$ cat src/jlc_defs.svh
/*
 * Constants of the link layer control block: register offsets, field
 * positions, codes, reset values and counts.
 * Assumes byte-wide registers on a plain strobe port.
 */
`ifndef JLC_DEFS_SVH
`define JLC_DEFS_SVH
`define JLC_ADDR_W 8
`define JLC_OFS_TEST 8'h02
`define JLC_OFS_MFSTART 8'h03
`define JLC_OFS_SCRAM 8'h05
`define JLC_OFS_MFLEN 8'h06
`define JLC_OFS_CTRL 8'h07
`define JLC_OFS_STATUS 8'h08
`define JLC_OFS_LC_TOP 8'h19
`define JLC_OFS_LC_UPP 8'h1A
`define JLC_OFS_LC_MID 8'h1B
`define JLC_OFS_LC_LOW 8'h1C
`define JLC_OFS_HC_TOP 8'h1D
`define JLC_OFS_HC_UPP 8'h1E
`define JLC_OFS_HC_MID 8'h1F
`define JLC_OFS_HC_LOW 8'h20
`define JLC_REG_RST 8'h00
`define JLC_PAT_HI 7
`define JLC_PAT_LO 5
`define JLC_DISP_BIT 4
`define JLC_MASK_BIT 3
`define JLC_OVR_BIT 7
`define JLC_START_HI 6
`define JLC_START_LO 2
`define JLC_DELAY_HI 1
`define JLC_DELAY_LO 0
`define JLC_SCRAM_BIT 7
`define JLC_K_HI 4
`define JLC_K_LO 0
`define JLC_KOVR_BIT 0
`define JLC_PAT_NORMAL 3'h0
`define JLC_PAT_D215 3'h1
`define JLC_PAT_K285 3'h2
`define JLC_PAT_ILAS 3'h3
`define JLC_PAT_RPAT 3'h4
`define JLC_K_DEFAULT 5'h04
`define JLC_MF_LAST 5'h1F
`define JLC_RPAT_LEN 4'hC
`define JLC_RPAT_LAST 4'hB
`define JLC_ILA_FRAMES 2'h3
`define JLC_OCT_D215 8'hB5
`define JLC_OCT_K285 8'hBC
`define JLC_OCT_K283 8'h7C
`define JLC_OCT_K280 8'h1C
`define JLC_SCR_SEED 15'h7FFF
`endif

$ cat src/jlc_pkg.sv
/*
 * Types of the link layer control block.
 * Assumes jlc_defs.svh for numeric constants.
 */
package jlc_pkg;
    // Link state
    typedef enum logic [2:0] {JLC_IDLE, JLC_CGS, JLC_WAIT, JLC_ILAS, JLC_DATA} jlc_state_t;
    // One link octet with control flag
    typedef struct packed {
        logic is_k;
        logic [7:0] data;
    } jlc_octet_t;
endpackage : jlc_pkg

$ cat src/jlc_link_ctrl.sv
/*
 * Transmit link layer control: registers, multiframe counter, start-up
 * sequence, test patterns and scrambler, feeding a two-entry buffer.
 * Assumes sync_n, sysref and adc data synchronous to clk; one octet per
 * enabled cycle.
 */
// Design decision made here: the plain strobed port.
`timescale 1ns/1ps
`default_nettype none
`include "jlc_defs.svh"
module jlc_link_ctrl (
    // Clock and control
    input wire logic clk,
    input wire logic sys_rst,
    input wire logic clk_en,
    // Register port
    input wire logic [7:0] reg_addr,
    input wire logic [7:0] reg_wdata,
    input wire logic reg_wr,
    input wire logic reg_rd,
    output logic [7:0] reg_rdata,
    // Link events
    input wire logic sysref,
    input wire logic sync_n,
    // Converter data
    input wire logic [7:0] adc_data,
    // Link octet stream
    output logic lane_valid,
    input wire logic lane_ready,
    output jlc_pkg::jlc_octet_t lane_octet,
    // Status
    output logic [27:0] low_res_count_value,
    output logic [27:0] high_res_count_value,
    output logic multiframe_mask_q
);
    logic [7:0] test_q; // Pattern control
    logic [7:0] mfstart_q; // Multiframe start control
    logic [7:0] scram_q; // Scrambler control
    logic [7:0] mflen_q; // Multiframe length
    logic [7:0] ctrl_q; // Length override
    logic [27:0] lc_q; // Low-res count
    logic [27:0] hc_q; // High-res count
    logic [7:0] rdata_q; // Read data
    logic [4:0] mf_cnt_q; // Multiframe clock count, one step per octet
    logic [4:0] frm_q; // Frame within multiframe
    logic [4:0] k_last; // Last frame index
    logic mf_end; // Multiframe boundary
    logic [1:0] delay_q; // Multiframes left to wait
    logic [1:0] ila_q; // Alignment multiframe index
    logic [3:0] rpat_q; // RPAT octet index
    logic disp_q; // Current disparity phase
    logic [14:0] scr_q; // Scrambler state
    jlc_pkg::jlc_state_t state_q;
    jlc_pkg::jlc_octet_t gen; // Generated octet
    logic [7:0] scr_out; // Scrambled octet
    logic buf_ready; // Buffer accepts
    logic step; // Advance generator
    logic [2:0] pat; // Pattern select
    logic wr_test; // Write to pattern register
    logic cgs_done; // Sync released at the last count

    assign pat = test_q[`JLC_PAT_HI:`JLC_PAT_LO];
    assign wr_test = reg_wr && clk_en && (reg_addr == `JLC_OFS_TEST);
    assign step = clk_en && buf_ready;
    assign reg_rdata = rdata_q;
    assign low_res_count_value = lc_q;
    assign high_res_count_value = hc_q;

    // K: five frames unless override, else field plus one
    assign k_last = ctrl_q[`JLC_KOVR_BIT] ? mflen_q[`JLC_K_HI:`JLC_K_LO]
                                          : `JLC_K_DEFAULT;
    assign mf_end = (frm_q == k_last) || (frm_q == `JLC_MF_LAST);

    // Code group sync ends when the link is released at count 31
    assign cgs_done = (state_q == jlc_pkg::JLC_CGS) && sync_n &&
                      (mf_cnt_q == `JLC_MF_LAST);

    // Register writes
    always_ff @(posedge clk) begin
        if (sys_rst) begin
            test_q <= `JLC_REG_RST;
            mfstart_q <= `JLC_REG_RST;
            scram_q <= `JLC_REG_RST;
            mflen_q <= `JLC_REG_RST;
            ctrl_q <= `JLC_REG_RST;
            lc_q <= 28'h0;
            hc_q <= 28'h0;
        end else if (clk_en && reg_wr) begin
            case (reg_addr)
                `JLC_OFS_TEST: test_q <= {reg_wdata[7:3], 3'h0};
                `JLC_OFS_MFSTART: mfstart_q <= reg_wdata;
                `JLC_OFS_SCRAM: scram_q <= {reg_wdata[7], 7'h00};
                `JLC_OFS_MFLEN: mflen_q <= {3'h0, reg_wdata[4:0]};
                `JLC_OFS_CTRL: ctrl_q <= {7'h00, reg_wdata[0]};
                // Byte order is the host's duty
                `JLC_OFS_LC_LOW: lc_q[7:0] <= reg_wdata;
                `JLC_OFS_LC_MID: lc_q[15:8] <= reg_wdata;
                `JLC_OFS_LC_UPP: lc_q[23:16] <= reg_wdata;
                `JLC_OFS_LC_TOP: lc_q[27:24] <= reg_wdata[3:0];
                `JLC_OFS_HC_LOW: hc_q[7:0] <= reg_wdata;
                `JLC_OFS_HC_MID: hc_q[15:8] <= reg_wdata;
                `JLC_OFS_HC_UPP: hc_q[23:16] <= reg_wdata;
                `JLC_OFS_HC_TOP: hc_q[27:24] <= reg_wdata[3:0];
                default: ;
            endcase
        end
    end

    // Read data, one cycle after the strobe
    always_ff @(posedge clk) begin
        if (sys_rst) begin
            rdata_q <= 8'h00;
        end else if (clk_en) begin
            rdata_q <= 8'h00;
            if (reg_rd) begin
                case (reg_addr)
                    `JLC_OFS_TEST: rdata_q <= test_q;
                    `JLC_OFS_MFSTART: rdata_q <= mfstart_q;
                    `JLC_OFS_SCRAM: rdata_q <= scram_q;
                    `JLC_OFS_MFLEN: rdata_q <= mflen_q;
                    `JLC_OFS_CTRL: rdata_q <= ctrl_q;
                    `JLC_OFS_STATUS: rdata_q <= {multiframe_mask_q, 2'h0, mf_cnt_q};
                    `JLC_OFS_LC_LOW: rdata_q <= lc_q[7:0];
                    `JLC_OFS_LC_MID: rdata_q <= lc_q[15:8];
                    `JLC_OFS_LC_UPP: rdata_q <= lc_q[23:16];
                    `JLC_OFS_LC_TOP: rdata_q <= {4'h0, lc_q[27:24]};
                    `JLC_OFS_HC_LOW: rdata_q <= hc_q[7:0];
                    `JLC_OFS_HC_MID: rdata_q <= hc_q[15:8];
                    `JLC_OFS_HC_UPP: rdata_q <= hc_q[23:16];
                    `JLC_OFS_HC_TOP: rdata_q <= {4'h0, hc_q[27:24]};
                    default: rdata_q <= 8'h00;
                endcase
            end
        end
    end

    // Multiframe mask: set by SYSREF, cleared by writing the clear bit
    always_ff @(posedge clk) begin
        if (sys_rst) begin
            multiframe_mask_q <= 1'b0;
        end else if (clk_en) begin
            if (sysref) multiframe_mask_q <= 1'b1;
            else if (wr_test && reg_wdata[`JLC_MASK_BIT]) multiframe_mask_q <= 1'b0;
        end
    end

    // Multiframe clock count, steps once per octet and wraps after 31
    always_ff @(posedge clk) begin
        if (sys_rst) begin
            mf_cnt_q <= 5'h00;
        end else if (clk_en) begin
            if (sysref) begin
                mf_cnt_q <= mfstart_q[`JLC_OVR_BIT] ?
                            mfstart_q[`JLC_START_HI:`JLC_START_LO] : 5'h00;
            end else if (step) begin
                mf_cnt_q <= (mf_cnt_q == `JLC_MF_LAST) ? 5'h00 : mf_cnt_q + 5'h01;
            end
        end
    end

    // Frame position, restarted by SYSREF and where alignment may begin
    always_ff @(posedge clk) begin
        if (sys_rst) begin
            frm_q <= 5'h00;
        end else if (clk_en) begin
            if (sysref) begin
                frm_q <= 5'h00;
            end else if (step) begin
                frm_q <= (cgs_done || mf_end) ? 5'h00 : frm_q + 5'h01;
            end
        end
    end

    // Start-up sequence
    always_ff @(posedge clk) begin
        if (sys_rst) begin
            state_q <= jlc_pkg::JLC_IDLE;
            delay_q <= 2'h0;
            ila_q <= 2'h0;
        end else if (step) begin
            case (state_q)
                jlc_pkg::JLC_IDLE: state_q <= jlc_pkg::JLC_CGS;
                jlc_pkg::JLC_CGS: begin
                    // Sync released and counter at its last count
                    if (cgs_done) begin
                        delay_q <= mfstart_q[`JLC_DELAY_HI:`JLC_DELAY_LO];
                        state_q <= (mfstart_q[`JLC_DELAY_HI:`JLC_DELAY_LO] == 2'h0) ?
                                   jlc_pkg::JLC_ILAS : jlc_pkg::JLC_WAIT;
                        ila_q <= 2'h0;
                    end
                end
                jlc_pkg::JLC_WAIT: begin
                    if (!sync_n) state_q <= jlc_pkg::JLC_CGS;
                    else if (mf_end) begin
                        if (delay_q == 2'h1) state_q <= jlc_pkg::JLC_ILAS;
                        delay_q <= delay_q - 2'h1;
                    end
                end
                jlc_pkg::JLC_ILAS: begin
                    if (!sync_n) state_q <= jlc_pkg::JLC_CGS;
                    else if (mf_end) begin
                        ila_q <= ila_q + 2'h1;
                        // Repeat-alignment mode leaves alignment only on a sync request
                        if (ila_q == `JLC_ILA_FRAMES && pat != `JLC_PAT_ILAS)
                            state_q <= jlc_pkg::JLC_DATA;
                    end
                end
                jlc_pkg::JLC_DATA: begin
                    // Repeat-alignment mode restarts with K28.5
                    if (!sync_n || pat == `JLC_PAT_ILAS) state_q <= jlc_pkg::JLC_CGS;
                end
                default: state_q <= jlc_pkg::JLC_IDLE;
            endcase
        end
    end

    // RPAT index and disparity phase
    always_ff @(posedge clk) begin
        if (sys_rst) begin
            rpat_q <= 4'h0;
            disp_q <= 1'b0;
        end else if (step) begin
            rpat_q <= (rpat_q == `JLC_RPAT_LAST) ? 4'h0 : rpat_q + 4'h1;
            if (pat == `JLC_PAT_RPAT && test_q[`JLC_DISP_BIT] && rpat_q == `JLC_RPAT_LAST)
                disp_q <= ~disp_q;
        end
    end

    // Octet generator
    always_comb begin
        gen.is_k = 1'b0;
        gen.data = adc_data;
        case (pat)
            `JLC_PAT_D215: gen.data = `JLC_OCT_D215;
            `JLC_PAT_K285: begin
                gen.is_k = 1'b1;
                gen.data = `JLC_OCT_K285;
            end
            `JLC_PAT_RPAT: gen.data = {disp_q, rpat_q[2:0], rpat_q} ^ 8'hBE;
            default: begin
                if (state_q == jlc_pkg::JLC_CGS || state_q == jlc_pkg::JLC_IDLE ||
                    state_q == jlc_pkg::JLC_WAIT) begin
                    gen.is_k = 1'b1;
                    gen.data = `JLC_OCT_K285;
                end else if (state_q == jlc_pkg::JLC_ILAS) begin
                    gen.is_k = (frm_q == 5'h00) || mf_end;
                    gen.data = (frm_q == 5'h00) ? `JLC_OCT_K280 :
                               mf_end ? `JLC_OCT_K283 : {3'h0, frm_q};
                end else if (scram_q[`JLC_SCRAM_BIT]) begin
                    gen.data = scr_out;
                end
            end
        endcase
    end

    // Self-synchronous scrambler 1 + x^14 + x^15
    always_comb begin
        logic [14:0] s;
        s = scr_q;
        scr_out = 8'h00;
        for (int i = 7; i >= 0; i--) begin
            scr_out[i] = adc_data[i] ^ s[13] ^ s[14];
            s = {s[13:0], scr_out[i]};
        end
    end

    // Scrambler state advances only on scrambled data
    always_ff @(posedge clk) begin
        if (sys_rst) scr_q <= `JLC_SCR_SEED;
        else if (step && state_q == jlc_pkg::JLC_DATA && scram_q[`JLC_SCRAM_BIT] &&
                 pat == `JLC_PAT_NORMAL)
            scr_q <= {scr_q[6:0], scr_out};
    end

    // Buffer toward the serializer
    jlc_skid u_skid (
        .clk(clk),
        .sys_rst(sys_rst),
        .clk_en(clk_en),
        .in_valid(1'b1),
        .in_ready(buf_ready),
        .in_data(gen),
        .out_valid(lane_valid),
        .out_ready(lane_ready),
        .out_data(lane_octet)
    );

    // Checks
    mask_clear_a: assert property (@(posedge clk) disable iff (sys_rst)
        clk_en && wr_test && reg_wdata[3] && !sysref |=> !multiframe_mask_q)
        else $error("mask not cleared");
    sysref_zero_a: assert property (@(posedge clk) disable iff (sys_rst)
        clk_en && sysref && !mfstart_q[7] |=> mf_cnt_q == 5'h00)
        else $error("counter not zeroed");
    sysref_load_a: assert property (@(posedge clk) disable iff (sys_rst)
        clk_en && sysref && mfstart_q[7] |=> mf_cnt_q == $past(mfstart_q[6:2]))
        else $error("start value not loaded");
    k_default_a: assert property (@(posedge clk) disable iff (sys_rst)
        !ctrl_q[0] |-> k_last == 5'h04)
        else $error("default K wrong");
    k_length_a: assert property (@(posedge clk) disable iff (sys_rst)
        ctrl_q[0] |-> k_last == mflen_q[4:0])
        else $error("programmed K wrong");
    cgs_exit_a: assert property (@(posedge clk) disable iff (sys_rst)
        step && state_q == jlc_pkg::JLC_CGS && mf_cnt_q != 5'h1F
        |=> state_q == jlc_pkg::JLC_CGS)
        else $error("left code group sync early");
    cgs_stop_a: assert property (@(posedge clk) disable iff (sys_rst)
        step && state_q == jlc_pkg::JLC_CGS && sync_n && mf_cnt_q == 5'h1F
        |=> state_q != jlc_pkg::JLC_CGS)
        else $error("K28.5 kept after count 31");
    align_start_a: assert property (@(posedge clk) disable iff (sys_rst)
        step && state_q == jlc_pkg::JLC_CGS && sync_n && mf_cnt_q == 5'h1F &&
        mfstart_q[1:0] == 2'h0 |=> state_q == jlc_pkg::JLC_ILAS && frm_q == 5'h00)
        else $error("alignment not started at once");
    d215_pat_a: assert property (@(posedge clk) disable iff (sys_rst)
        pat == 3'h1 |-> gen.data == 8'hB5 && !gen.is_k)
        else $error("D21.5 wrong");
    k285_pat_a: assert property (@(posedge clk) disable iff (sys_rst)
        pat == 3'h2 |-> gen.data == 8'hBC && gen.is_k)
        else $error("K28.5 wrong");
    disp_hold_a: assert property (@(posedge clk) disable iff (sys_rst)
        pat != 3'h4 |=> disp_q == $past(disp_q))
        else $error("disparity moved outside RPAT");
    repeat_ila_a: assert property (@(posedge clk) disable iff (sys_rst)
        state_q == jlc_pkg::JLC_ILAS && pat == 3'h3 && sync_n
        |=> state_q == jlc_pkg::JLC_ILAS)
        else $error("alignment repeat stopped");
    repeat_entry_a: assert property (@(posedge clk) disable iff (sys_rst)
        step && state_q == jlc_pkg::JLC_DATA && pat == 3'h3
        |=> state_q == jlc_pkg::JLC_CGS)
        else $error("repeat mode kept sending data");
    cover_repeat_c: cover property (@(posedge clk) state_q == jlc_pkg::JLC_ILAS && pat == 3'h3);
    cover_ilas_c: cover property (@(posedge clk) state_q == jlc_pkg::JLC_ILAS);
    cover_data_c: cover property (@(posedge clk) state_q == jlc_pkg::JLC_DATA);
    cover_stall_c: cover property (@(posedge clk) lane_valid && !lane_ready && !buf_ready);
endmodule : jlc_link_ctrl
`default_nettype wire

$ cat src/jlc_skid.sv
/*
 * Two-entry buffer with valid and ready on both sides.
 * Assumes one clock, synchronous reset and a common clock enable.
 */
`timescale 1ns/1ps
`default_nettype none
module jlc_skid (
    // Clock and control
    input wire logic clk,
    input wire logic sys_rst,
    input wire logic clk_en,
    // Filling side
    input wire logic in_valid,
    output logic in_ready,
    input wire jlc_pkg::jlc_octet_t in_data,
    // Draining side
    output logic out_valid,
    input wire logic out_ready,
    output jlc_pkg::jlc_octet_t out_data
);
    jlc_pkg::jlc_octet_t mem_q [2]; // Storage entries
    logic [1:0] cnt_q; // Fill level
    logic wr_ptr_q; // Write slot
    logic rd_ptr_q; // Read slot
    logic push; // Word accepted
    logic pop; // Word delivered

    assign in_ready = (cnt_q != 2'h2);
    assign out_valid = (cnt_q != 2'h0);
    assign out_data = mem_q[rd_ptr_q];
    assign push = in_valid && in_ready && clk_en;
    assign pop = out_valid && out_ready && clk_en;

    // Level and pointers
    always_ff @(posedge clk) begin
        if (sys_rst) begin
            cnt_q <= 2'h0;
            wr_ptr_q <= 1'b0;
            rd_ptr_q <= 1'b0;
        end else begin
            if (push) wr_ptr_q <= ~wr_ptr_q;
            if (pop) rd_ptr_q <= ~rd_ptr_q;
            if (push && !pop) cnt_q <= cnt_q + 2'h1;
            else if (pop && !push) cnt_q <= cnt_q - 2'h1;
        end
    end

    // Entry storage
    always_ff @(posedge clk) begin
        if (push) mem_q[wr_ptr_q] <= in_data;
    end
endmodule : jlc_skid
`default_nettype wire

$ cat config.mk
export PLATFORM = sky130hd
export DESIGN_NAME = jlc_link_ctrl
export DESIGN_NICKNAME = d
export VERILOG_FILES = /design/src/jlc_pkg.sv /design/src/jlc_link_ctrl.sv /design/src/jlc_skid.sv
export VERILOG_INCLUDE_DIRS = /design/src
export SDC_FILE = /design/constraint.sdc
export NUM_CORES = 1
export LEC_CHECK = 0
export BUFFER_PORTS_ARGS = -buffer_cell sky130_fd_sc_hd__buf_2
export CORE_ASPECT_RATIO = 0.7
export CORE_MARGIN = 5
export CORE_UTILIZATION = 50
export DETAILED_ROUTE_END_ITERATION = 7
export PLACE_DENSITY = 0.81
export SLEW_MARGIN = 0
export SYNTH_ARGS = -nofsm -noshare
export SYNTH_HDL_FRONTEND = slang
export SYNTH_SLANG_ARGS = --single-unit
$ cat constraint.sdc
create_clock -name clk -period 2.3 [get_ports clk]
set_clock_uncertainty 0.2 [all_clocks]
set_input_delay 0.46 -clock clk [delete_from_list [all_inputs] [get_ports clk]]
set_output_delay 0.46 -clock clk [all_outputs]
set_load 0.005 [all_outputs]
# [Word level (Yosys, flattened, before mapping)]
# Memories as Yosys holds them, arrays and structs flattened. A register that Yosys moved wholly into a read port is not among the register bits.
# Index checks and enable logic that the tools add are counted.
[totals] register_bits=126 ramBits=18 in_bits=32 output_inout_bits=75 wordCells=194 memories=1
[memory_table] name="u_skid.mem_q" depth=2 word_bits=9 read_ports=1 rd_ports_with_merged_regs=1 write_ports=1 line="jlc_skid.sv:21" rtl="jlc_pkg::jlc_octet_t mem_q [2];"
[op_classes] add_sub_neg=7 eq_ne=40 n_mux=45 n_bitwise=20 reduce_logical=55
[ops] op="case mux 8 bit (14 select lines)" count=1
[ops] op="equality test 8 x 5 -> 1 bit (second input constant)" count=7
[ops] op="two-way mux 5 bit" count=8
[ops] op="AND reduction 2 bit" count=16
[ops] op="equality test 8 x 3 -> 1 bit (second input constant)" count=3
[ops] op="two-way mux 3 bit" count=8
[ops] op="two-way mux 8 bit" count=3
[ops] op="case mux 8 bit (3 select lines)" count=1
[ops] op="equality test 8 x 2 -> 1 bit (second input constant)" count=2
[ops] op="logical AND 1 bit" count=16
[ops] op="two-way mux 2 bit" count=8
[ops] op="bitwise XOR 1 bit" count=16
[ops] op="case mux 3 bit (5 select lines)" count=1
[ops] op="two-way mux 7 bit" count=2
[ops] op="!= test 2 bit (second input constant)" count=7
[ops] op="equality test 3 x 2 -> 1 bit (second input constant)" count=4
[ops] op="!= test 3 bit (second input constant)" count=4
[ops] op="nonzero test 2 bit" count=6
[ops] op="adder 5 x 1 -> 5 bit (second input constant)" count=2
[ops] op="equality test 5 bit (second input constant)" count=2
[ops] op="AND reduction 5 bit" count=2
[ops] op="two-way mux 9 bit" count=1
[ops] op="equality test 8 x 4 -> 1 bit (second input constant)" count=1
[ops] op="equality test 8 x 6 -> 1 bit (second input constant)" count=1
[ops] op="23 further kinds" count=45

# [Depth between registers and ports, before layout]
[depth] ltp_word=8 depth_mapped=9 depth_no_buf=9

# [Hierarchy]
# From an unflattened synthesis, not the netlist that was laid out.
[hier_totals] hier_cells=845 hier_area_um2=7484.7
[by_module_without_submodules] module="jlc_link_ctrl" n_inst=1 cells_per_inst=792 area_each_um2=6603.8 seq_area_each_um2=2442.3
[by_module_without_submodules] module="jlc_skid" n_inst=1 cells_per_inst=53 area_each_um2=880.8 seq_area_each_um2=640.6

# [Least setup slack after synthesis]
# Ideal clock, no wire load.
[synth_path] path_type="register to register" start="register frm_q[0]" end="memory u_skid.mem_q[0][3] (netlist name) (data pin)" setup_ns=0.263 t_arrival_ns=1.920 t_required_ns=1.837 path_slack_ns=-0.083 stages_incl_launch_ff=8 path_buffers=0 synth_period_minus_slack_ns=2.383 path_cell_list="dfxtp_1 > ha_1 > and3_1 > ha_1 > or3_1 > nor2_1 > o21ai_1 > a211o_1"
[synth_lines] element="start: declaration" line="jlc_link_ctrl.sv:45" rtl="logic [4:0] frm_q;"
[synth_lines] element="start signal: assignment" line="jlc_link_ctrl.sv:169" rtl="frm_q <= (cgs_done || mf_end) ? 5'h00 : frm_q + 5'h01;"
[synth_lines] element="end: declaration" line="jlc_skid.sv:21"

==> metrics <==
Post-Syn Nets=872; cell with the largest stage delay on the worst path=sky130_fd_sc_hd__or3_4; Slew headroom=62.1%; worst reg2reg startpoint=frm_q[0]$_SDFFE_PP0P_; growth of design area from synthesis to finish=21.5%; buffer type at the clock tree root=sky130_fd_sc_hd__clkbuf_16; count of input and output buffers=106; sequential element share of the synthesized area=39.9%; Crit path largest cell delay=0.42 ns; standard-cell rows=38; Core Area=0.0153 sq mm; overall die area=0.0181 sq mm; endpoint type of the worst setup path=flop; Worst Reg-to-Reg Cells=7; category of the critical setup timing path=flop to flop; DRT antenna net count=0; CTS max path bufs=2; cell leakage power=3.77 nW; post-synthesis cell count=831; type of the tightest min-delay check=input port to flop; count of warnings emitted by yosys=0; count of flip-flops with a built-in enable after synthesis=18; antenna violations before repair=0; total routing resource utilization after global routing=25.7%; die width=158 um; proportion of synthesized flip-flops having asynchronous set or reset=0%; detailed placement HPWL=16800 um; share of the clock period used by the worst path after layout=101%; Worst Tran Pin Value=0.569 ns; aggregate negative setup slack=-0.0338 ns; critical path data arrival time=2.27 ns; number of buffers inserted during clock tree synthesis=17; Power Total=6.04 mW; maximum level of the CTS H-tree=4; DRC violation count after routing=0; Max Slew Vio Count=0; unique cell type count in the Yosys netlist=84; vias per std cell=5.96; total setup violations reported at the end of the flow=2; clock tree from TritonCTS=built; largest net degree at the start of global routing=112; gate family responsible for the most delay along the worst path=simple AND/OR/NAND/NOR gates; initial drt markers=860; Hold Vio Cnt, Final=0; first-pass GRT wire length=36100 um; Final Critical Period=2.32 ns; post-synth design cell area=0.00772 sq mm; required time at the worst-slack endpoint=2.25 ns; result of the run=finished with violations; unrepaired setup endpoints after global routing=yes; net count of the finished layout=1015; buffer and inverter count on the worst path=0; cells along the critical path=ha_1 -> and3_1 -> ha_2 -> or3_4 -> nor2_2 -> o21ai_1 -> a211o_1; Worst Hold End=scr_q[5]$_SDFFE_PP1P_; Skew-Pair Late Insertion Delay=0.42 ns; violated checks=negative setup slack; drt wl/cell=19.4 um; Post-Synthesis Mean Instance Area=9.29 sq um; global route overflow=0; final RePlAce weighted congestion=0.979; commonest register cell after synthesis=sky130_fd_sc_hd__dfxtp_1; number of diodes added for antenna fixing=0; via count of the first global-routing pass=6558; vias after detailed routing=7077; count of hold buffers inserted by post-cts repair=0; share of layout cells above drive strength 1=28.7%; fmax=0.431 GHz; power density normalized to cell area=644 mW/mm^2; R2R setup slack=-0.02 ns; maxcap violations=0; clock slew at reported path FFs=0.06 ns; Crit Path Max Fanout=5; die boundary height=114 um; Reg2Reg Capture Point=u_skid.mem_q[1][3]$_DFFE_PP_; startpoint type of the worst setup path=flop; number of search-and-repair iterations in the first detailed-routing pass=5; final worst-path setup slack=-0.0187 ns; number of sinks handled by clock tree synthesis=145; worst hold path depth=3; I/O pin count=107; hold path startpoint=adc_data[5]; register bit total from synthesis=145; filler instances=1259; Initial Util=50.4%; aggregate routed wire length=23000 um; worst-case vdd ir drop=398 uV
## cell families after synthesis
family	synth area share, %
XOR/XNOR	3.97
flip-flops	39.9
multiplexers	13.1
AO/OA/AOI/OAI	16.8
adder cells (fa/ha/maj)	1.46
AND/OR/NAND/NOR	19.3
buffers and inverters	5.46
## worst max path at each step
stage / from / depth (start not counted) / to / slack [ns]
final: frm_q[0]$_SDFFE_PP0P_ / 7 / u_skid.mem_q[1][3]$_DFFE_PP_ / -0.02
after global routing: frm_q[0]$_SDFFE_PP0P_ / 7 / u_skid.mem_q[1][3]$_DFFE_PP_ / -0.08
after global placement: reg_addr[4] / 7 / mflen_q[3]$_SDFFE_PP0P_ / 0.05
after floorplan: frm_q[0]$_SDFFE_PP0P_ / 7 / u_skid.mem_q[0][3]$_DFFE_PP_ / 0.01
after CTS: frm_q[0]$_SDFFE_PP0P_ / 7 / u_skid.mem_q[1][3]$_DFFE_PP_ / 0.00002
after detailed placement: reg_addr[4] / 7 / mflen_q[1]$_SDFFE_PP0P_ / -0.02
## cells in the final DEF, fill, tap and decap left out, types with 10 or more instances in the layout
cell                          n
sky130_fd_sc_hd__mux2i_1     83
sky130_fd_sc_hd__o21ai_0     37
sky130_fd_sc_hd__edfxtp_1    18
sky130_fd_sc_hd__clkbuf_16   17
sky130_fd_sc_hd__nand2b_1    10
sky130_fd_sc_hd__xor2_1      21
sky130_fd_sc_hd__o211ai_1    10
sky130_fd_sc_hd__mux2_2      16
sky130_fd_sc_hd__nor3_1      18
sky130_fd_sc_hd__nand2_1     73
sky130_fd_sc_hd__a22oi_1     14
sky130_fd_sc_hd__xnor2_1     14
sky130_fd_sc_hd__a21oi_1     34
sky130_fd_sc_hd__nand4_1     10
sky130_fd_sc_hd__nor2_1     101
sky130_fd_sc_hd__dfxtp_1    126
sky130_fd_sc_hd__inv_1       17
sky130_fd_sc_hd__nand3_1     14
sky130_fd_sc_hd__buf_2      105
sky130_fd_sc_hd__buf_4       73
## flip-flops by register name, indices dropped and copies added, names as in the netlist, named ones only
signal	cells
mf_cnt_q	5
scram_q	1
frm_q	5
multiframe_mask_q	1
u_skid.cnt_q	2
mfstart_q	8
test_q	5
ila_q	2
state_q	3
reg_rdata	8
ctrl_q	1
u_skid.rd_ptr_q	1
mflen_q	5
low_res_count_value	28
u_skid.wr_ptr_q	1
rpat_q	4
disp_q	1
scr_q	15
delay_q	2
high_res_count_value	28
u_skid.mem_q	18
## repair_timing
action / in CTS / in global routing
pin swaps: 0 / 2
buffers inserted: 0 / 2
resized for setup: 2 / 15
setup endpoints to repair: 2 / 26
## metrics by stage
step	cells	hold slack, ns	area [sq um]	setup WS, ns	utilization (%)
floorplan	831	0.241	7720	0.0106	-
global placement	1153	0.247	8760	0.0518	57.2
detailed placement	1153	0.254	8760	-0.0150	57.2
CTS	1185	0.168	9300	0.0000240	60.7
global route	1187	0.192	9370	-0.0847	61.2
finish	1187	0.176	9370	-0.0187	61.2
## per-layer routing
layer | share of wire, % | vias up | routed length (um) | track usage (%)
met4 | 1.1 | 0 | 258 | 5.23
met2 | 42 | 368 | 9650 | 36.0
met3 | 13 | 27 | 2950 | 8.91
li1 | - | 3291 | - | -
met5 | 0 | - | 0 | 0
met1 | 44 | 3391 | 10200 | 38.4
## cells in the mapped netlist, types with 4 or more instances
library cell	number	area (sq um)
sky130_fd_sc_hd__a311oi_1	4	35.0
sky130_fd_sc_hd__a32o_1	4	40.0
sky130_fd_sc_hd__nand2b_1	10	62.6
sky130_fd_sc_hd__ha_1	9	113
sky130_fd_sc_hd__o22ai_1	5	31.3
sky130_fd_sc_hd__edfxtp_1	18	541
sky130_fd_sc_hd__or3_1	4	25.0
sky130_fd_sc_hd__a21o_1	5	37.5
sky130_fd_sc_hd__and2_1	6	37.5
sky130_fd_sc_hd__mux2i_1	83	831
sky130_fd_sc_hd__o21ai_0	39	195
sky130_fd_sc_hd__clkbuf_1	34	128
sky130_fd_sc_hd__o221ai_1	4	35.0
sky130_fd_sc_hd__a31oi_1	4	25.0
sky130_fd_sc_hd__dfxtp_1	127	2540
sky130_fd_sc_hd__nand4_1	10	62.6
sky130_fd_sc_hd__nand3b_1	4	30.0
sky130_fd_sc_hd__o211ai_1	10	75.1
sky130_fd_sc_hd__nand2_1	73	274
sky130_fd_sc_hd__xor2_1	21	184
sky130_fd_sc_hd__buf_6	4	45.0
sky130_fd_sc_hd__a21oi_1	35	175
sky130_fd_sc_hd__buf_2	10	50.1
sky130_fd_sc_hd__nor3_1	19	95.1
sky130_fd_sc_hd__and3_1	7	43.8
sky130_fd_sc_hd__mux2_2	16	180
sky130_fd_sc_hd__nor2b_1	4	25.0
sky130_fd_sc_hd__a32oi_1	5	43.8
sky130_fd_sc_hd__nor3_4	5	81.3
sky130_fd_sc_hd__a22oi_1	15	113
sky130_fd_sc_hd__xnor2_1	14	123
sky130_fd_sc_hd__clkbuf_8	9	124
sky130_fd_sc_hd__nor2_1	102	383
sky130_fd_sc_hd__inv_1	17	63.8
sky130_fd_sc_hd__a211oi_1	7	52.6
sky130_fd_sc_hd__o311ai_0	4	35.0
sky130_fd_sc_hd__nand3_1	14	70.1
## area by class of cell
| cell class | instances | area, sq um | area share, % |
|---|---|---|---|
| Clock buffer | 18 | 439 | 4.68 |
| Clock inverter | 14 | 90.1 | 0.961 |
| Inverter | 18 | 67.6 | 0.721 |
| Multi-Input combinational cell | 610 | 4290 | 45.8 |
| Sequential cell | 145 | 3080 | 32.9 |
| Tap cell | 200 | 250 | 2.67 |
| Timing Repair Buffer | 182 | 1150 | 12.3 |
## report_power, final
part           switching, mW  internal (mW)  total [mW]
sequential            0.0823           2.66        2.74
clock                   1.09           1.40        2.49
combinational          0.480          0.327       0.807
## tightest hold or removal path, stage by stage
cell and delay [ns]:
sky130_fd_sc_hd__buf_2 0.10, sky130_fd_sc_hd__xnor2_1 0.11, sky130_fd_sc_hd__o211ai_1 0.07
Note: power is estimated with default switching activity, not from simulation.
